$ cat src/shared/ssd_pkg.sv
// constants for the status, diagnostic and auxiliary line block
package ssd_pkg;
	// serial frame and address space
	localparam int ADDR_W = 7;
	localparam logic [4:0] SPI_FRAME_BITS = 5'h10;
	localparam logic [6:0] ADDR_FLASH_CNT = 7'h00;
	localparam logic [6:0] ADDR_ALM1_THR = 7'h26;
	localparam logic [6:0] ADDR_ALM2_THR = 7'h28;
	localparam logic [6:0] ADDR_ALM1_CNT = 7'h2A;
	localparam logic [6:0] ADDR_ALM2_CNT = 7'h2C;
	localparam logic [6:0] ADDR_ALARM_CONTROL = 7'h2E;
	localparam logic [6:0] ADDR_LINE_CFG = 7'h32;
	localparam logic [6:0] ADDR_MISC = 7'h34;
	localparam logic [6:0] ADDR_ERR = 7'h3C;
	// reset values
	localparam logic [15:0] REG_RESET = 16'h0000;
	// writable bit masks
	localparam logic [15:0] MASK_THR = 16'hBFFF;
	localparam logic [15:0] MASK_CNT = 16'h00FF;
	localparam logic [15:0] MASK_ALARM_CONTROL = 16'hFFD7;
	localparam logic [15:0] MASK_LINE_CFG = 16'h0303;
	localparam logic [15:0] MASK_MISC = 16'h07C7;
	// synchroniser bit positions
	localparam int IN_SCLK = 0;
	localparam int IN_CS = 1;
	localparam int IN_MOSI = 2;
	localparam int IN_LINE = 3;
	// digital line config fields
	localparam int LC_DIR = 0;
	localparam int LC_DATA = 8;
	// misc control fields
	localparam int MC_SEL = 0;
	localparam int MC_POL = 1;
	localparam int MC_EN = 2;
	localparam int MC_ALIGN = 6;
	localparam int MC_BIAS = 7;
	localparam int MC_STIM_POS = 8;
	localparam int MC_STIM_NEG = 9;
	localparam int MC_SELFTEST = 10;
	// alarm control fields
	localparam int AC_SEL = 0;
	localparam int AC_POL = 1;
	localparam int AC_EN = 2;
	localparam int AC_FILT = 4;
	localparam int AC_ROC1 = 6;
	localparam int AC_ROC2 = 7;
	localparam int AC_SRC1 = 8;
	localparam int AC_SRC2 = 12;
	// threshold fields
	localparam int THR_GT = 15;
	// error flag fields
	localparam int EF_SUP_LOW = 0;
	localparam int EF_SUP_HIGH = 1;
	localparam int EF_CTRL_FAIL = 2;
	localparam int EF_SPI_FAIL = 3;
	localparam int EF_OVERRANGE = 4;
	localparam int EF_SELFTEST = 5;
	localparam int EF_ALM1 = 8;
	localparam int EF_ALM2 = 9;
	localparam int EF_SENSOR = 10;
	// alarm sources and arithmetic
	localparam int DATA_W = 14;
	localparam int SRC_COUNT = 11;
	localparam logic [3:0] SRC_MAX = 4'hB;
	localparam int SUM_W = 24;
	// flash write counter
	localparam logic [15:0] FLASH_LAST = 16'h7FFF;
	// timing
	localparam int CLK_HZ = 50000000;
	localparam int CLK_PERIOD_NS = 20;
	localparam int SELFTEST_MS = 35;
	localparam int SELFTEST_CYCLES = SELFTEST_MS * (CLK_HZ / 1000);
	localparam int ST_CNT_W = 21;
	localparam int DR_PULSE_NS = 2000;
	localparam int DR_PULSE_CYCLES = (DR_PULSE_NS + CLK_PERIOD_NS - 1) / CLK_PERIOD_NS;
	localparam int DR_CNT_W = 7;
endpackage : ssd_pkg

$ cat src/verilog/ssd_alarm.sv
// one threshold or rate-of-change alarm channel
`timescale 1ns/1ps
module ssd_alarm #(
	parameter int DATA_W = ssd_pkg::DATA_W,
	parameter int SRC_COUNT = ssd_pkg::SRC_COUNT
) (
	// clock and reset
	input wire logic clk,
	input wire logic rst,
	// update strobe
	input wire logic sampleTick,
	// configuration
	input wire logic [3:0] srcSel,
	input wire logic rocEn,
	input wire logic useFilt,
	input wire logic [15:0] threshold,
	input wire logic [7:0] sampleCount,
	// source data
	input wire logic [SRC_COUNT*DATA_W-1:0] srcRaw,
	input wire logic [SRC_COUNT*DATA_W-1:0] srcFilt,
	// result
	output logic active
);
	typedef struct packed {
		logic signed [DATA_W-1:0] prev;
		logic prevValid;
		logic signed [ssd_pkg::SUM_W-1:0] sum;
		logic [7:0] cnt;
		logic active;
	} ssd_alarm_state_t;

	ssd_alarm_state_t st, nxt;
	logic en;
	logic gt;
	int idx;
	logic signed [DATA_W-1:0] val;
	logic signed [DATA_W-1:0] mag;
	logic signed [DATA_W:0] delta;
	logic signed [ssd_pkg::SUM_W-1:0] sumN;
	logic signed [ssd_pkg::SUM_W-1:0] limit;
	logic [7:0] nEff;
	logic [7:0] cntN;

	// evaluation once per update, static or averaged delta
	always_comb begin
		nxt = st;
		en = (srcSel != 4'h0) && (srcSel <= ssd_pkg::SRC_MAX);
		idx = en ? int'(srcSel) - 1 : 0;
		val = useFilt ? srcFilt[idx*DATA_W +: DATA_W] : srcRaw[idx*DATA_W +: DATA_W];
		mag = threshold[DATA_W-1:0];
		gt = threshold[ssd_pkg::THR_GT];
		delta = {val[DATA_W-1], val} - {st.prev[DATA_W-1], st.prev};
		sumN = st.sum + ssd_pkg::SUM_W'(delta);
		// zero samples behaves as one
		nEff = (sampleCount == 8'h00) ? 8'h01 : sampleCount;
		// sum against magnitude times count avoids a divider
		limit = ssd_pkg::SUM_W'(mag) * $signed({1'b0, nEff});
		cntN = st.cnt + 8'h01;
		if (!en) begin
			// disabled channel forgets its history
			nxt = '0;
		end else if (sampleTick) begin
			nxt.prev = val;
			nxt.prevValid = 1'b1;
			if (!rocEn) begin
				nxt.active = gt ? (val > mag) : (val < mag);
				nxt.sum = '0;
				nxt.cnt = 8'h00;
			end else if (st.prevValid) begin
				// window of deltas complete
				if (cntN >= nEff) begin
					nxt.active = gt ? (sumN > limit) : (sumN < limit);
					nxt.sum = '0;
					nxt.cnt = 8'h00;
				end else begin
					nxt.sum = sumN;
					nxt.cnt = cntN;
				end
			end
		end
	end

	// state register
	always_ff @(posedge clk or posedge rst) begin
		if (rst) begin
			st <= '0;
		end else begin
			st <= nxt;
		end
	end

	assign active = st.active;

	a_static_cmp: assert property (@(posedge clk) disable iff (rst) (en && sampleTick && !rocEn && gt && val > mag) |=> active) else $error("static alarm missed");
	a_disabled_idle: assert property (@(posedge clk) disable iff (rst) (srcSel == 4'h0) |=> !active) else $error("disabled alarm active");
endmodule : ssd_alarm

$ cat src/verilog/ssd_status_diag_io.sv
// status flags, self-test, flash counter, alarms and two auxiliary lines behind the serial port
//
// Contract
// config bits 0/1 set line direction
// output lines drive data bit; inputs read pin
// data-ready beats alarm beats plain line use
// data-ready enable, polarity and line select
// writing self-test bit starts test, self-clears
// self-test lasts 35 ms, data invalid
// status bit 5 reports self-test failure
// status bits 10-15 name failing sensors
// manual stimulus follows bits 9/8, accel positive
// bits 7/6 enable bias and alignment
// flash write counter increments and wraps
// supply and overrange flags clear automatically
// other flags sticky; status read clears all
// lasting condition sets flag next update
// bit 3 serial failure, bit 2 update failure
// bit 0 supply low, bit 1 high
// status bits 9/8 show alarm states
// two alarms compare selected data to threshold
// threshold holds magnitude plus direction bit
// rate mode averages deltas over sample count
// alarm control selects source, mode, filter, line
// threshold bit 15 direction, 13:0 data
// four-bit source select, zero disables
// bits 7/6 rate mode, bit 4 filtered
// alarm output enable, polarity, line select
// alarms evaluated each update, drive line
// data-ready pulse lasts fixed cycles
`timescale 1ns/1ps
module ssd_status_diag_io #(
	parameter int SELFTEST_CYCLES = ssd_pkg::SELFTEST_CYCLES,
	parameter int DATA_W = ssd_pkg::DATA_W,
	parameter int SRC_COUNT = ssd_pkg::SRC_COUNT
) (
	// clock and reset
	input wire logic clk,
	input wire logic rst,
	// serial port pins
	input wire logic sclk,
	input wire logic csN,
	input wire logic mosi,
	output logic miso,
	output logic misoOeN,
	// auxiliary lines, two-way
	input wire logic [1:0] lineIn,
	output logic [1:0] lineOut,
	output logic [1:0] lineOeN,
	// internal update and events
	input wire logic sampleTick,
	input wire logic flashWritePulse,
	input wire logic ctrlUpdateFail,
	input wire logic supplyLow,
	input wire logic supplyHigh,
	input wire logic overrange,
	input wire logic [5:0] selfTestFail,
	// alarm source data
	input wire logic [SRC_COUNT*DATA_W-1:0] srcRaw,
	input wire logic [SRC_COUNT*DATA_W-1:0] srcFilt,
	// sensor controls
	output logic dataValid,
	output logic selfTestActive,
	output logic stimPosGyro,
	output logic stimNegGyro,
	output logic stimPosAccel,
	output logic gyroBiasCompEn,
	output logic accelAlignEn
);
	typedef struct packed {
		logic [4:0] syncA;
		logic [4:0] syncB;
		logic [4:0] syncC;
		logic [4:0] filt;
		logic sclkPrev;
		logic csPrev;
		logic [4:0] bitCnt;
		logic [15:0] shiftIn;
		logic [15:0] shiftOut;
		logic [6:0] readAddr;
		logic miso;
		logic misoOeN;
		logic [15:0] thr1;
		logic [15:0] thr2;
		logic [15:0] smp1;
		logic [15:0] smp2;
		logic [15:0] almCtrl;
		logic [15:0] lineCfg;
		logic [15:0] misc;
		logic [15:0] flashCnt;
		logic [15:0] errFlags;
		logic stRun;
		logic [ssd_pkg::ST_CNT_W-1:0] stCnt;
		logic drActive;
		logic [ssd_pkg::DR_CNT_W-1:0] drCnt;
		logic [1:0] lineOut;
		logic [1:0] lineOeN;
		logic dataValid;
		logic stimPosGyro;
		logic stimNegGyro;
		logic stimPosAccel;
		logic biasComp;
		logic accelAlign;
	} ssd_state_t;

	ssd_state_t st, nxt;
	logic alm1, alm2;          // alarm channel results
	logic almAny;              // either alarm holding
	logic sclkRise;            // filtered serial clock rising edge
	logic csFall, csRise;      // frame boundaries
	logic [15:0] rdWord;       // read mux output
	logic [15:0] lineRead;     // line config as read back
	logic [6:0] wrWord;        // even address of a written byte
	logic wrHi;                // high byte written
	logic [7:0] wrByte;        // written byte
	logic doWrite;             // well-formed write frame ends
	logic clearErr;            // status word taken by a read
	logic drClaim, almClaim;   // per-line claims in the loop

	// byte write into a word, unused bits held at zero
	function automatic logic [15:0] ssd_put_byte(input logic [15:0] old, input logic [7:0] b,
		input logic hi, input logic [15:0] mask);
		logic [15:0] w;
		w = hi ? {b, old[7:0]} : {old[15:8], b};
		return w & mask;
	endfunction : ssd_put_byte

	// two alarm channels share the source buses
	ssd_alarm #(.DATA_W(DATA_W), .SRC_COUNT(SRC_COUNT)) u_alarm1 (
		.clk(clk), .rst(rst), .sampleTick(sampleTick),
		.srcSel(st.almCtrl[ssd_pkg::AC_SRC1 +: 4]), .rocEn(st.almCtrl[ssd_pkg::AC_ROC1]),
		.useFilt(st.almCtrl[ssd_pkg::AC_FILT]), .threshold(st.thr1), .sampleCount(st.smp1[7:0]),
		.srcRaw(srcRaw), .srcFilt(srcFilt), .active(alm1)
	);
	ssd_alarm #(.DATA_W(DATA_W), .SRC_COUNT(SRC_COUNT)) u_alarm2 (
		.clk(clk), .rst(rst), .sampleTick(sampleTick),
		.srcSel(st.almCtrl[ssd_pkg::AC_SRC2 +: 4]), .rocEn(st.almCtrl[ssd_pkg::AC_ROC2]),
		.useFilt(st.almCtrl[ssd_pkg::AC_FILT]), .threshold(st.thr2), .sampleCount(st.smp2[7:0]),
		.srcRaw(srcRaw), .srcFilt(srcFilt), .active(alm2)
	);

	// readback and the frame decode
	always_comb begin
		almAny = alm1 | alm2;
		sclkRise = st.filt[ssd_pkg::IN_SCLK] & ~st.sclkPrev;
		csFall = st.csPrev & ~st.filt[ssd_pkg::IN_CS];
		csRise = ~st.csPrev & st.filt[ssd_pkg::IN_CS];
		// data bits read the pin when the line is an input
		lineRead = st.lineCfg;
		for (int i = 0; i < 2; i++) begin
			lineRead[ssd_pkg::LC_DATA+i] = st.lineCfg[ssd_pkg::LC_DIR+i] ?
				st.lineCfg[ssd_pkg::LC_DATA+i] : st.filt[ssd_pkg::IN_LINE+i];
		end
		// word read mux, unmapped addresses read zero
		unique case ({st.readAddr[6:1], 1'b0})
			ssd_pkg::ADDR_FLASH_CNT: rdWord = st.flashCnt;
			ssd_pkg::ADDR_ALM1_THR: rdWord = st.thr1;
			ssd_pkg::ADDR_ALM2_THR: rdWord = st.thr2;
			ssd_pkg::ADDR_ALM1_CNT: rdWord = st.smp1;
			ssd_pkg::ADDR_ALM2_CNT: rdWord = st.smp2;
			ssd_pkg::ADDR_ALARM_CONTROL: rdWord = st.almCtrl;
			ssd_pkg::ADDR_LINE_CFG: rdWord = lineRead;
			ssd_pkg::ADDR_MISC: begin
				rdWord = st.misc;
				rdWord[ssd_pkg::MC_SELFTEST] = st.stRun;
			end
			ssd_pkg::ADDR_ERR: rdWord = st.errFlags;
			default: rdWord = 16'h0000;
		endcase
		wrWord = {st.shiftIn[14:9], 1'b0};
		wrHi = st.shiftIn[8];
		wrByte = st.shiftIn[7:0];
		doWrite = csRise && (st.bitCnt == ssd_pkg::SPI_FRAME_BITS) && st.shiftIn[15];
		// the read that loads the status word clears it
		clearErr = csFall && ({st.readAddr[6:1], 1'b0} == ssd_pkg::ADDR_ERR);
	end

	// next state of the whole block
	always_comb begin
		nxt = st;
		drClaim = 1'b0;
		almClaim = 1'b0;
		// three-stage pin sampling, value moves when stages two and three agree
		nxt.syncA = {lineIn, mosi, csN, sclk};
		nxt.syncB = st.syncA;
		nxt.syncC = st.syncB;
		nxt.filt = (~(st.syncB ^ st.syncC) & st.syncC) | ((st.syncB ^ st.syncC) & st.filt);
		nxt.sclkPrev = st.filt[ssd_pkg::IN_SCLK];
		nxt.csPrev = st.filt[ssd_pkg::IN_CS];
		// serial frame: mode 3, sample on rise; the pin sync delay is longer than a
		// short low phase, so each bit goes out just after the rise that took the last
		if (csFall) begin
			nxt.bitCnt = 5'h00;
			nxt.shiftOut = rdWord;
			nxt.miso = rdWord[15];
			nxt.misoOeN = 1'b0;
		end else if (!st.filt[ssd_pkg::IN_CS]) begin
			if (sclkRise) begin
				nxt.shiftIn = {st.shiftIn[14:0], st.filt[ssd_pkg::IN_MOSI]};
				if (st.bitCnt != 5'h1F) begin
					nxt.bitCnt = st.bitCnt + 5'h01;
				end
				// stable for the whole next clock period on the host side
				nxt.shiftOut = {st.shiftOut[14:0], 1'b0};
				nxt.miso = st.shiftOut[14];
			end
		end
		if (csRise) begin
			nxt.misoOeN = 1'b1;
			// a read frame names the word returned in the next frame
			if (st.bitCnt == ssd_pkg::SPI_FRAME_BITS && !st.shiftIn[15]) begin
				nxt.readAddr = st.shiftIn[14:8];
			end
		end
		// register writes, one byte per frame
		if (doWrite) begin
			unique case (wrWord)
				ssd_pkg::ADDR_ALM1_THR: nxt.thr1 = ssd_put_byte(st.thr1, wrByte, wrHi, ssd_pkg::MASK_THR);
				ssd_pkg::ADDR_ALM2_THR: nxt.thr2 = ssd_put_byte(st.thr2, wrByte, wrHi, ssd_pkg::MASK_THR);
				ssd_pkg::ADDR_ALM1_CNT: nxt.smp1 = ssd_put_byte(st.smp1, wrByte, wrHi, ssd_pkg::MASK_CNT);
				ssd_pkg::ADDR_ALM2_CNT: nxt.smp2 = ssd_put_byte(st.smp2, wrByte, wrHi, ssd_pkg::MASK_CNT);
				ssd_pkg::ADDR_ALARM_CONTROL: nxt.almCtrl = ssd_put_byte(st.almCtrl, wrByte, wrHi, ssd_pkg::MASK_ALARM_CONTROL);
				ssd_pkg::ADDR_LINE_CFG: nxt.lineCfg = ssd_put_byte(st.lineCfg, wrByte, wrHi, ssd_pkg::MASK_LINE_CFG);
				ssd_pkg::ADDR_MISC: nxt.misc = ssd_put_byte(st.misc, wrByte, wrHi, ssd_pkg::MASK_MISC);
				default: nxt.misc = nxt.misc;
			endcase
		end
		// self-test start; a write while running cannot restart it
		if (doWrite && wrWord == ssd_pkg::ADDR_MISC && wrHi && wrByte[ssd_pkg::MC_SELFTEST-8] && !st.stRun) begin
			nxt.stRun = 1'b1;
			nxt.stCnt = ssd_pkg::ST_CNT_W'(SELFTEST_CYCLES - 1);
		end else if (st.stRun) begin
			if (st.stCnt == '0) begin
				nxt.stRun = 1'b0;
			end else begin
				nxt.stCnt = st.stCnt - 1'b1;
			end
		end
		nxt.misc[ssd_pkg::MC_SELFTEST] = 1'b0;
		nxt.dataValid = ~nxt.stRun;
		// static controls follow their bits directly
		nxt.stimPosGyro = nxt.misc[ssd_pkg::MC_STIM_POS];
		nxt.stimNegGyro = nxt.misc[ssd_pkg::MC_STIM_NEG];
		nxt.stimPosAccel = nxt.misc[ssd_pkg::MC_STIM_POS];
		nxt.biasComp = nxt.misc[ssd_pkg::MC_BIAS];
		nxt.accelAlign = nxt.misc[ssd_pkg::MC_ALIGN];
		// flash write counter wraps after its last count
		if (flashWritePulse) begin
			nxt.flashCnt = (st.flashCnt == ssd_pkg::FLASH_LAST) ? 16'h0000 : st.flashCnt + 16'h0001;
		end
		// data-ready pulse after each update, none while testing
		if (sampleTick && !st.stRun) begin
			nxt.drActive = 1'b1;
			nxt.drCnt = ssd_pkg::DR_CNT_W'(ssd_pkg::DR_PULSE_CYCLES - 1);
		end else if (st.drActive) begin
			if (st.drCnt == '0) begin
				nxt.drActive = 1'b0;
			end else begin
				nxt.drCnt = st.drCnt - 1'b1;
			end
		end
		// status flags: clear by read first, sets afterwards so a set wins
		if (clearErr) begin
			nxt.errFlags = 16'h0000;
		end
		// supply and overrange bits drop with their condition
		if (!supplyLow) nxt.errFlags[ssd_pkg::EF_SUP_LOW] = 1'b0;
		if (!supplyHigh) nxt.errFlags[ssd_pkg::EF_SUP_HIGH] = 1'b0;
		if (!overrange) nxt.errFlags[ssd_pkg::EF_OVERRANGE] = 1'b0;
		// conditions are taken at each update, so a lasting one returns
		if (sampleTick) begin
			if (supplyLow) nxt.errFlags[ssd_pkg::EF_SUP_LOW] = 1'b1;
			if (supplyHigh) nxt.errFlags[ssd_pkg::EF_SUP_HIGH] = 1'b1;
			if (overrange) nxt.errFlags[ssd_pkg::EF_OVERRANGE] = 1'b1;
			if (alm1) nxt.errFlags[ssd_pkg::EF_ALM1] = 1'b1;
			if (alm2) nxt.errFlags[ssd_pkg::EF_ALM2] = 1'b1;
		end
		if (ctrlUpdateFail) nxt.errFlags[ssd_pkg::EF_CTRL_FAIL] = 1'b1;
		// a frame with the wrong bit count is a serial failure
		if (csRise && st.bitCnt != ssd_pkg::SPI_FRAME_BITS) begin
			nxt.errFlags[ssd_pkg::EF_SPI_FAIL] = 1'b1;
		end
		// self-test outcome captured as the test ends
		if (st.stRun && st.stCnt == '0 && selfTestFail != 6'h00) begin
			nxt.errFlags[ssd_pkg::EF_SELFTEST] = 1'b1;
			nxt.errFlags[ssd_pkg::EF_SENSOR +: 6] = selfTestFail;
		end
		// line ownership: data-ready, then alarm, then plain use
		for (int i = 0; i < 2; i++) begin
			drClaim = st.misc[ssd_pkg::MC_EN] && (st.misc[ssd_pkg::MC_SEL] == i[0]);
			almClaim = st.almCtrl[ssd_pkg::AC_EN] && (st.almCtrl[ssd_pkg::AC_SEL] == i[0]);
			if (drClaim) begin
				nxt.lineOeN[i] = 1'b0;
				nxt.lineOut[i] = st.drActive ~^ st.misc[ssd_pkg::MC_POL];
			end else if (almClaim) begin
				nxt.lineOeN[i] = 1'b0;
				nxt.lineOut[i] = almAny ~^ st.almCtrl[ssd_pkg::AC_POL];
			end else if (st.lineCfg[ssd_pkg::LC_DIR+i]) begin
				nxt.lineOeN[i] = 1'b0;
				nxt.lineOut[i] = st.lineCfg[ssd_pkg::LC_DATA+i];
			end else begin
				nxt.lineOeN[i] = 1'b1;
				nxt.lineOut[i] = 1'b0;
			end
		end
	end

	// state register; idle pins read high so no false frame at release
	always_ff @(posedge clk or posedge rst) begin
		if (rst) begin
			st <= '0;
			st.syncA <= 5'h03;
			st.syncB <= 5'h03;
			st.syncC <= 5'h03;
			st.filt <= 5'h03;
			st.sclkPrev <= 1'b1;
			st.csPrev <= 1'b1;
			st.misoOeN <= 1'b1;
			st.lineOeN <= 2'h3;
			st.dataValid <= 1'b1;
		end else begin
			st <= nxt;
		end
	end

	// outputs straight from the state register
	assign miso = st.miso;
	assign misoOeN = st.misoOeN;
	assign lineOut = st.lineOut;
	assign lineOeN = st.lineOeN;
	assign dataValid = st.dataValid;
	assign selfTestActive = st.stRun;
	assign stimPosGyro = st.stimPosGyro;
	assign stimNegGyro = st.stimNegGyro;
	assign stimPosAccel = st.stimPosAccel;
	assign gyroBiasCompEn = st.biasComp;
	assign accelAlignEn = st.accelAlign;

	a_dr_priority: assert property (@(posedge clk) disable iff (rst) (st.misc[2:0] == 3'h6 && st.lineCfg[0] == 1'b0) |=> !lineOeN[0] && lineOut[0] == $past(st.drActive)) else $error("data-ready lost line one");
	a_line_input: assert property (@(posedge clk) disable iff (rst) (!st.misc[2] && !st.almCtrl[2] && !st.lineCfg[1]) |=> lineOeN[1]) else $error("input line driven");
	a_st_length: assert property (@(posedge clk) disable iff (rst) $rose(st.stRun) |-> (st.stCnt == ssd_pkg::ST_CNT_W'(SELFTEST_CYCLES - 1)) && !dataValid) else $error("self-test length wrong");
	a_st_hold: assert property (@(posedge clk) disable iff (rst) (st.stRun && st.stCnt != '0) |=> st.stRun && !dataValid) else $error("self-test ended early");
	a_flash_wrap: assert property (@(posedge clk) disable iff (rst) (flashWritePulse && st.flashCnt == ssd_pkg::FLASH_LAST) |=> st.flashCnt == 16'h0000) else $error("flash counter did not wrap");
	a_flash_inc: assert property (@(posedge clk) disable iff (rst) (flashWritePulse && st.flashCnt != ssd_pkg::FLASH_LAST) |=> st.flashCnt == $past(st.flashCnt) + 16'h0001) else $error("flash counter missed a write");
	a_sup_auto: assert property (@(posedge clk) disable iff (rst) !supplyLow |=> !st.errFlags[ssd_pkg::EF_SUP_LOW]) else $error("supply flag stuck");
	a_read_clear: assert property (@(posedge clk) disable iff (rst) (clearErr && !sampleTick && !ctrlUpdateFail && !st.stRun && !csRise) |=> st.errFlags == 16'h0000) else $error("status read did not clear");
	a_alarm_flag: assert property (@(posedge clk) disable iff (rst) (sampleTick && alm1) |=> st.errFlags[ssd_pkg::EF_ALM1]) else $error("alarm one flag missed");
	a_dr_pulse: assert property (@(posedge clk) disable iff (rst) (sampleTick && !st.stRun) |=> st.drActive[*8]) else $error("data-ready pulse too short");
endmodule : ssd_status_diag_io

$ cat config.mk
export PLATFORM = sky130hd
export DESIGN_NAME = ssd_status_diag_io
export DESIGN_NICKNAME = d
export VERILOG_FILES = /design/src/shared/ssd_pkg.sv /design/src/verilog/ssd_alarm.sv /design/src/verilog/ssd_status_diag_io.sv
export SDC_FILE = /design/constraint.sdc
export NUM_CORES = 2
export LEC_CHECK = 0
export BUFFER_PORTS_ARGS = -buffer_cell sky130_fd_sc_hd__buf_2
export CORE_AREA = 2 2 350 352
export DETAILED_ROUTE_END_ITERATION = 7
export DIE_AREA = 0 0 352 354
export PLACE_DENSITY = 0.59
export SKIP_CTS_REPAIR_TIMING = 1
export SYNTH_ARGS = -nofsm -noshare
export SYNTH_HDL_FRONTEND = slang
export SYNTH_SLANG_ARGS = --single-unit
export TNS_END_PERCENT = 30
$ cat constraint.sdc
create_clock -name clk -period 12.1 [get_ports clk]
set_input_delay 3.63 -clock clk [delete_from_list [all_inputs] [get_ports clk]]
set_output_delay 3.63 -clock clk [all_outputs]
set_load 0.05 [all_outputs]
* After elaboration in Yosys (flattened, before gate mapping)
Cells that the tools add are included.
W data, S select, Z words.
** Word-level totals
- Output and inout bits :: 13
- Latch bits :: 0
- Input port bits :: 327
- Logic and storage cells :: 261
- Register bits after elaboration :: 303
- Memories kept :: 0
- Bits in writable memories :: 0
- ROM bits :: 0
** Operators by class
- Reductions and logical operators :: 57
- Multiplexer cells :: 75
- Multipliers :: 4
- Bitwise operators :: 19
- Div/mod/pow operators :: 0
- Add/subtract/negate cells :: 12
- $lt $le $gt $ge :: 12
- Equality and inequality tests :: 28
- Shift operators :: 4
** Operators with widths (number)
- $shiftx A154 B32 Y14 :: 4
- $mux W48 :: 4
- $pmux W16 S9 :: 1
- $mux W33 :: 4
- $mux W32 :: 4
- $eq A6 B5 Y1 const B :: 15
- $mux W37 :: 2
- $mul A32 B4 Y31 const B :: 2
- $add A24 B15 Y24 :: 2
- $gt A24 B24 Y1 :: 2
- $lt A24 B24 Y1 :: 2
- $mul A14 B9 Y23 :: 2
- $reduce_and A3 Y1 :: 15
- $mux W22 :: 2
- $mux W1 :: 39
- $mux W16 :: 2
- $mux W8 :: 4
- $mux W10 :: 3
- $sub A14 B14 Y15 :: 2
- $gt A14 B14 Y1 :: 2
- $lt A14 B14 Y1 :: 2
- $mux W14 :: 2
- $logic_not A21 Y1 :: 1
- $mux W21 :: 1
- 37 further kinds :: 92

* Longest topological paths before layout
- Word-level depth :: 15
- Mapped depth :: 51
- Gate-level depth less buffers :: 41

* Hierarchy
A second synthesis with hierarchy kept.
** Unflattened totals
- Cell total of the unflattened synthesis :: 5320
- Area total of the unflattened synthesis :: 47862.2 µm²
** By module, submodules not included
- ssd_alarm (u_alarm1) :: area an instance 19794.0 µm², cells each 2373, seq. area each 1201.2 µm², instances 1
- ssd_alarm (u_alarm2) :: area an instance 18855.6 µm², cells each 2167, seq. area each 1201.2 µm², instances 1
- ssd_status_diag_io :: area an instance 9212.6 µm², cells each 780, seq. area each 5072.4 µm², instances 1

* Worst setup path before layout
OpenSTA, ideal clock, no wires.
- Path kind :: reg-to-reg
- Start point :: register st[116] (netlist bit)
- End point :: register u_alarm2.st (netlist bit u_alarm2.active)
- Slack :: 1.162 ns
- Required time :: 11.980 ns
- Period minus slack after synthesis :: 10.938 ns
- Arrival time :: 10.817 ns
- Path buffers :: 10
- Stages on the path, launching flop included :: 45
- Setup time :: 0.120 ns
- Cell sequence :: dfrtp_1 -> inv_1 -> ha_1 -> or3b_1 -> buf_6 -> nand2_8 -> buf_12 -> inv_4 -> buf_4 -> buf_2 -> buf_2 -> buf_2 -> ha_1 -> ha_1 -> ha_1 -> inv_1 -> fa_1 -> clkbuf_1 -> [9 not listed] -> fa_1 -> ha_1 -> a21o_1 -> a31oi_1 -> o21ai_0 -> a21o_1 -> a21o_1 -> a21oi_1 -> o21bai_1 -> a21oi_1 -> xor2_1 -> xnor2_1 -> ha_1 -> and4_1 -> a221o_1 -> a211o_1 -> a41o_1 -> o211a_1
** Between the ends
- Longest elaborated chain between the ends :: 15
- Elaborated cells on any way between the ends :: 26
- Those cells by class :: add/sub (3); mul (1); order compare (5); eq/ne (3); shift (2); mux (9); reduce/logical (3)
** Ends and longest elaborated chain
- from (decl) :: RTL line ssd_status_diag_io.sv:106 : ssd_state_t st, nxt;
- from (signal assigned) :: RTL line ssd_status_diag_io.sv:322 : st <= nxt;
- $le A4 B4 Y1 or $reduce_bool A4 Y1 (tied branches) :: RTL line ssd_alarm.sv:47 : en = (srcSel != 4'h0) && (srcSel <= ssd_pkg::SRC_MAX);
- $logic_and A1 B1 Y1 :: RTL line ssd_alarm.sv:47
- $mux W32 :: RTL line ssd_alarm.sv:48 : idx = en ? int'(srcSel) - 1 : 0;
- $mul A32 B4 Y31 :: RTL line ssd_alarm.sv:49 : val = useFilt ? srcFilt[idx*DATA_W +: DATA_W] : srcRaw[idx*DATA_W +: DATA_W];
- $shiftx A154 B32 Y14 :: RTL line ssd_alarm.sv:49
- $mux W14 :: RTL line ssd_alarm.sv:49
- $sub A14 B14 Y15 :: RTL line ssd_alarm.sv:52 : delta = {val[DATA_W-1], val} - {st.prev[DATA_W-1], st.prev};
- $add A24 B15 Y24 :: RTL line ssd_alarm.sv:53 : sumN = st.sum + ssd_pkg::SUM_W'(delta);
- $lt A24 B24 Y1 or $gt A24 B24 Y1 (tied branches) :: RTL line ssd_alarm.sv:72 : nxt.active = gt ? (sumN > limit) : (sumN < limit);
- $mux W1 :: RTL line ssd_alarm.sv:72
- $mux W1 :: RTL line ssd_alarm.sv:71 : if (cntN >= nEff) begin
- $mux W33 :: RTL line ssd_alarm.sv:69 : end else if (st.prevValid) begin
- $mux W33 :: RTL line ssd_alarm.sv:65 : if (!rocEn) begin
- $mux W48 :: RTL line ssd_alarm.sv:62 : end else if (sampleTick) begin
- $mux W48 :: RTL line ssd_alarm.sv:59 : if (!en) begin
- to (signal assigned) :: RTL line ssd_alarm.sv:88 : st <= nxt;
- to (decl) :: RTL line ssd_alarm.sv:32 : ssd_alarm_state_t st, nxt;
Several ways; a longest one is shown, not always the timed one. The select of a mux whose other input is x is not followed.
A chain may end at the register's enable or synchronous reset.

* Worst setup path in the final report
Same ends and word-level chain as after synthesis.

==> reports/metrics.csv <==
metric,value,unit
status,finished with violations,
failing checks,max-slew violations,
synthesized flop and latch total,298,
Vias per Instance,5.88,
Layout area overhead,10.6,%
post-synth top area cell,dfrtp_1,
"count leader, synth",nand2_1,
DRT Wirelength,163000,um
Final Power,3350,uW
clk slew on worst S/H paths,0.06,ns
initial antenna violation count,11,
TritonCTS Buffers,38,
core area,121000,um2
synth unique cells,101,
slew margin rel.,-236,%
Lkg Pwr,0.0208,uW
VDD IR max,0.0866,mV
CTS Root Cell,clkbuf_16,
Placer Congestion,0.995,
instance count on the critical path,39,
Hold Path Class,register to register,
Final period util,90.5,%
# DRC,0,
Layout Nets,5815,
Syn Area/Cell,8.74,um2
asr flop ratio synth,100,%
global-route wire length before repair,245000,um
DR pass1 iterations,8,
dominant synthesized flop cell,dfrtp_1,
Hold Crit Depth,0,
row count,128,
1st-iter DRT viols,4152,
"critical path fanouts, max",33,
Cells after DPL,6578,
delay of the slowest cell on the worst path,0.73,ns
largest net degree at the start of global routing,129,
power density relative to cell area,71.9,nW/um2
clk sink count,298,
"non-filler cells, final",6651,
Final Max Slew Viols,228,
RSZ-0062 raised after global routing,false,
crit path DAT,11.43,ns
commonest cells in the netlist,"nand2_1, inv_1, nor2_1, dfrtp_1, mux2i_1",
port bufs,339,
post-route ant nets,0,
Worst Setup Path Type,register to register,
I/O pin count,340,
Via Count,39100,
fin crit period,10.95,ns
skew final,0.0292,ns
Max Fclk,91.3,MHz
fin area,46500,um2
Starting Density,34.8,%
grt ovf,0,
post-synthesis sequential area ratio,17.8,%
CP Capture Type,register,
routed len/inst,24.6,um
"Hold Vio Cnt, Final",0,
Die Area,125000,um2
ranking of synthesized cells by area,"dfrtp_1, fa_1, mux4_2",
placed instance area,45200,um2
worst slew pin tran,5.00,ns
Setup TNS Final,0,ns
crit start category,register,
worst-skew pair later-pin latency,0.59,ns
GRT Total Usage,25.5,%
top cell type's share of synthesized area,16.9,%
Worst Path Required,12.57,ns
Die H,354,um
Synth Instances,4812,
dominant delay contributor by cell family on the critical path,compound AO/OA/AOI/OAI gates,
vias in the first global route,38100,
H-tree levels,2,
Syn Std Cell Area,42100,um2
post-detail-place hpwl,129000,um
Final Setup Violations,0,
Crit path buffers/inverters,5,
CTS tree,built,
Die W,352,um
"Slowest-stage cell, CP",fa_4,
Post-synth EDFFs,0,
CTS max path bufs,3,
Syn. warnings,0,
Reg2Reg Depth,39,
share of post-route cells with drive strength above 1,17.8,%
max-cap check violation count,0,
-- cell usage in the layout, fill, tap and decap left out, types with 28 or more instances in the layout --
| cell type | Yosys | final |
|---|---|---|
| a31oi_1 | 36 | 36 |
| nor3_1 | 117 | 117 |
| buf_2 | 37 | 339 |
| a21oi_1 | 269 | 268 |
| and2_1 | 55 | 55 |
| clkbuf_16 | 0 | 38 |
| ha_1 | 265 | 261 |
| a21o_1 | 61 | 61 |
| mux2i_1 | 280 | 280 |
| mux4_2 | 202 | 202 |
| o21ai_0 | 232 | 231 |
| fa_1 | 230 | 228 |
| dfrtp_1 | 284 | 283 |
| a211oi_1 | 54 | 54 |
| nor2_1 | 391 | 391 |
| nand2_1 | 643 | 643 |
| a22oi_1 | 28 | 28 |
| o211ai_1 | 49 | 49 |
| xor2_1 | 59 | 56 |
| and3_1 | 30 | 30 |
| nand2b_1 | 40 | 40 |
| xnor2_1 | 102 | 98 |
| mux2_2 | 122 | 122 |
| inv_1 | 417 | 415 |
| buf_4 | 30 | 94 |
| nand3_1 | 93 | 93 |
| o21a_1 | 30 | 30 |
-- worst reg2reg max path, delay by kind of cell (launching register included) --
family / cells / cell delay [ns]
xor+xnor: 2 / 0.33
fa+ha+maj: 8 / 2.77
mux: 2 / 0.53
buf+inv: 5 / 1.28
simple gates: 6 / 1.86
compound gates: 16 / 3.64
flops: 1 / 0.46
-- per-stage QoR --
step	util, %	hold slack, ns	worst slack (ns)
2_1_floorplan	-	0.331	0.261
3_3_place_gp	37.4	0.335	1.04
3_5_place_dp	37.4	0.336	1.02
4_1_cts	38.5	0.349	1.29
5_1_grt	38.5	0.358	0.596
6_report	38.5	0.345	1.15
-- flip-flops by register name, indices dropped and copies added, names as in the netlist, 2 cells and up, named ones only --
| name | flops |
|---|---|
| u_alarm1.st | 47 |
| u_alarm2.st | 47 |
| lineRead | 2 |
| lineOeN | 2 |
| st | 177 |
| lineOut | 2 |
| nxt | 10 |
-- kinds of logic (layout without fill, tap and decap cells) --
logic type,Yosys count,after routing,share of synthesized area [%]
simple gates,1515,1515,16.0
fa+ha+maj,502,502,19.0
mux,609,609,21.0
buf+inv,725,928,7.44
xor+xnor,162,162,3.41
flops,298,298,17.8
other cells,1,12,0.00892
compound gates,1000,1000,15.4
-- layout make-up --
class | instances | area, um2
diodes | 4 | 10.0
clock buffers | 53 | 1070
clock inverters | 16 | 229
fillers | 12300 | 74400
inverters | 422 | 1600
multi-input cells | 3796 | 31600
flip-flops and latches | 298 | 7480
well taps | 1625 | 2030
repair buffers | 437 | 2480
-- worst paths after layout --
path	slack [ns]	endpoint	start
min in group asynchronous	3.17	st[105]$_DFFE_PP0P_	rst
setup / recovery	1.15	u_alarm2.active$_DFFE_PP0P_	st[116]$_DFFE_PP0P_
max in group asynchronous	7.31	st[108]$_DFFE_PP0P_	rst
hold / removal	0.35	nxt[240]$_DFF_PP0_	nxt[245]$_DFF_PP0_
hold reg to reg	0.35	nxt[240]$_DFF_PP0_	nxt[245]$_DFF_PP0_
setup reg to reg	1.15	u_alarm2.active$_DFFE_PP0P_	st[116]$_DFFE_PP0P_
-- where the power goes --
group	internal [uW]	total (uW)	switching, uW	leakage [uW]
clock network	709	1200	488	0.000629
logic	419	1010	591	0.0162
registers	1050	1140	89.7	0.00399
-- layer usage --
| layer | global-route usage (%) | vias to the layer above | wire length (um) |
|---|---|---|---|
| met4 | 9.12 | 10 | 6590 |
| met1 | 34.4 | 19300 | 67400 |
| met3 | 6.22 | 361 | 16800 |
| met2 | 39.7 | 2004 | 72500 |
| met5 | 0 | - | 65 |
| li1 | - | 17400 | - |
Note: power is estimated with default switching activity, not from simulation.
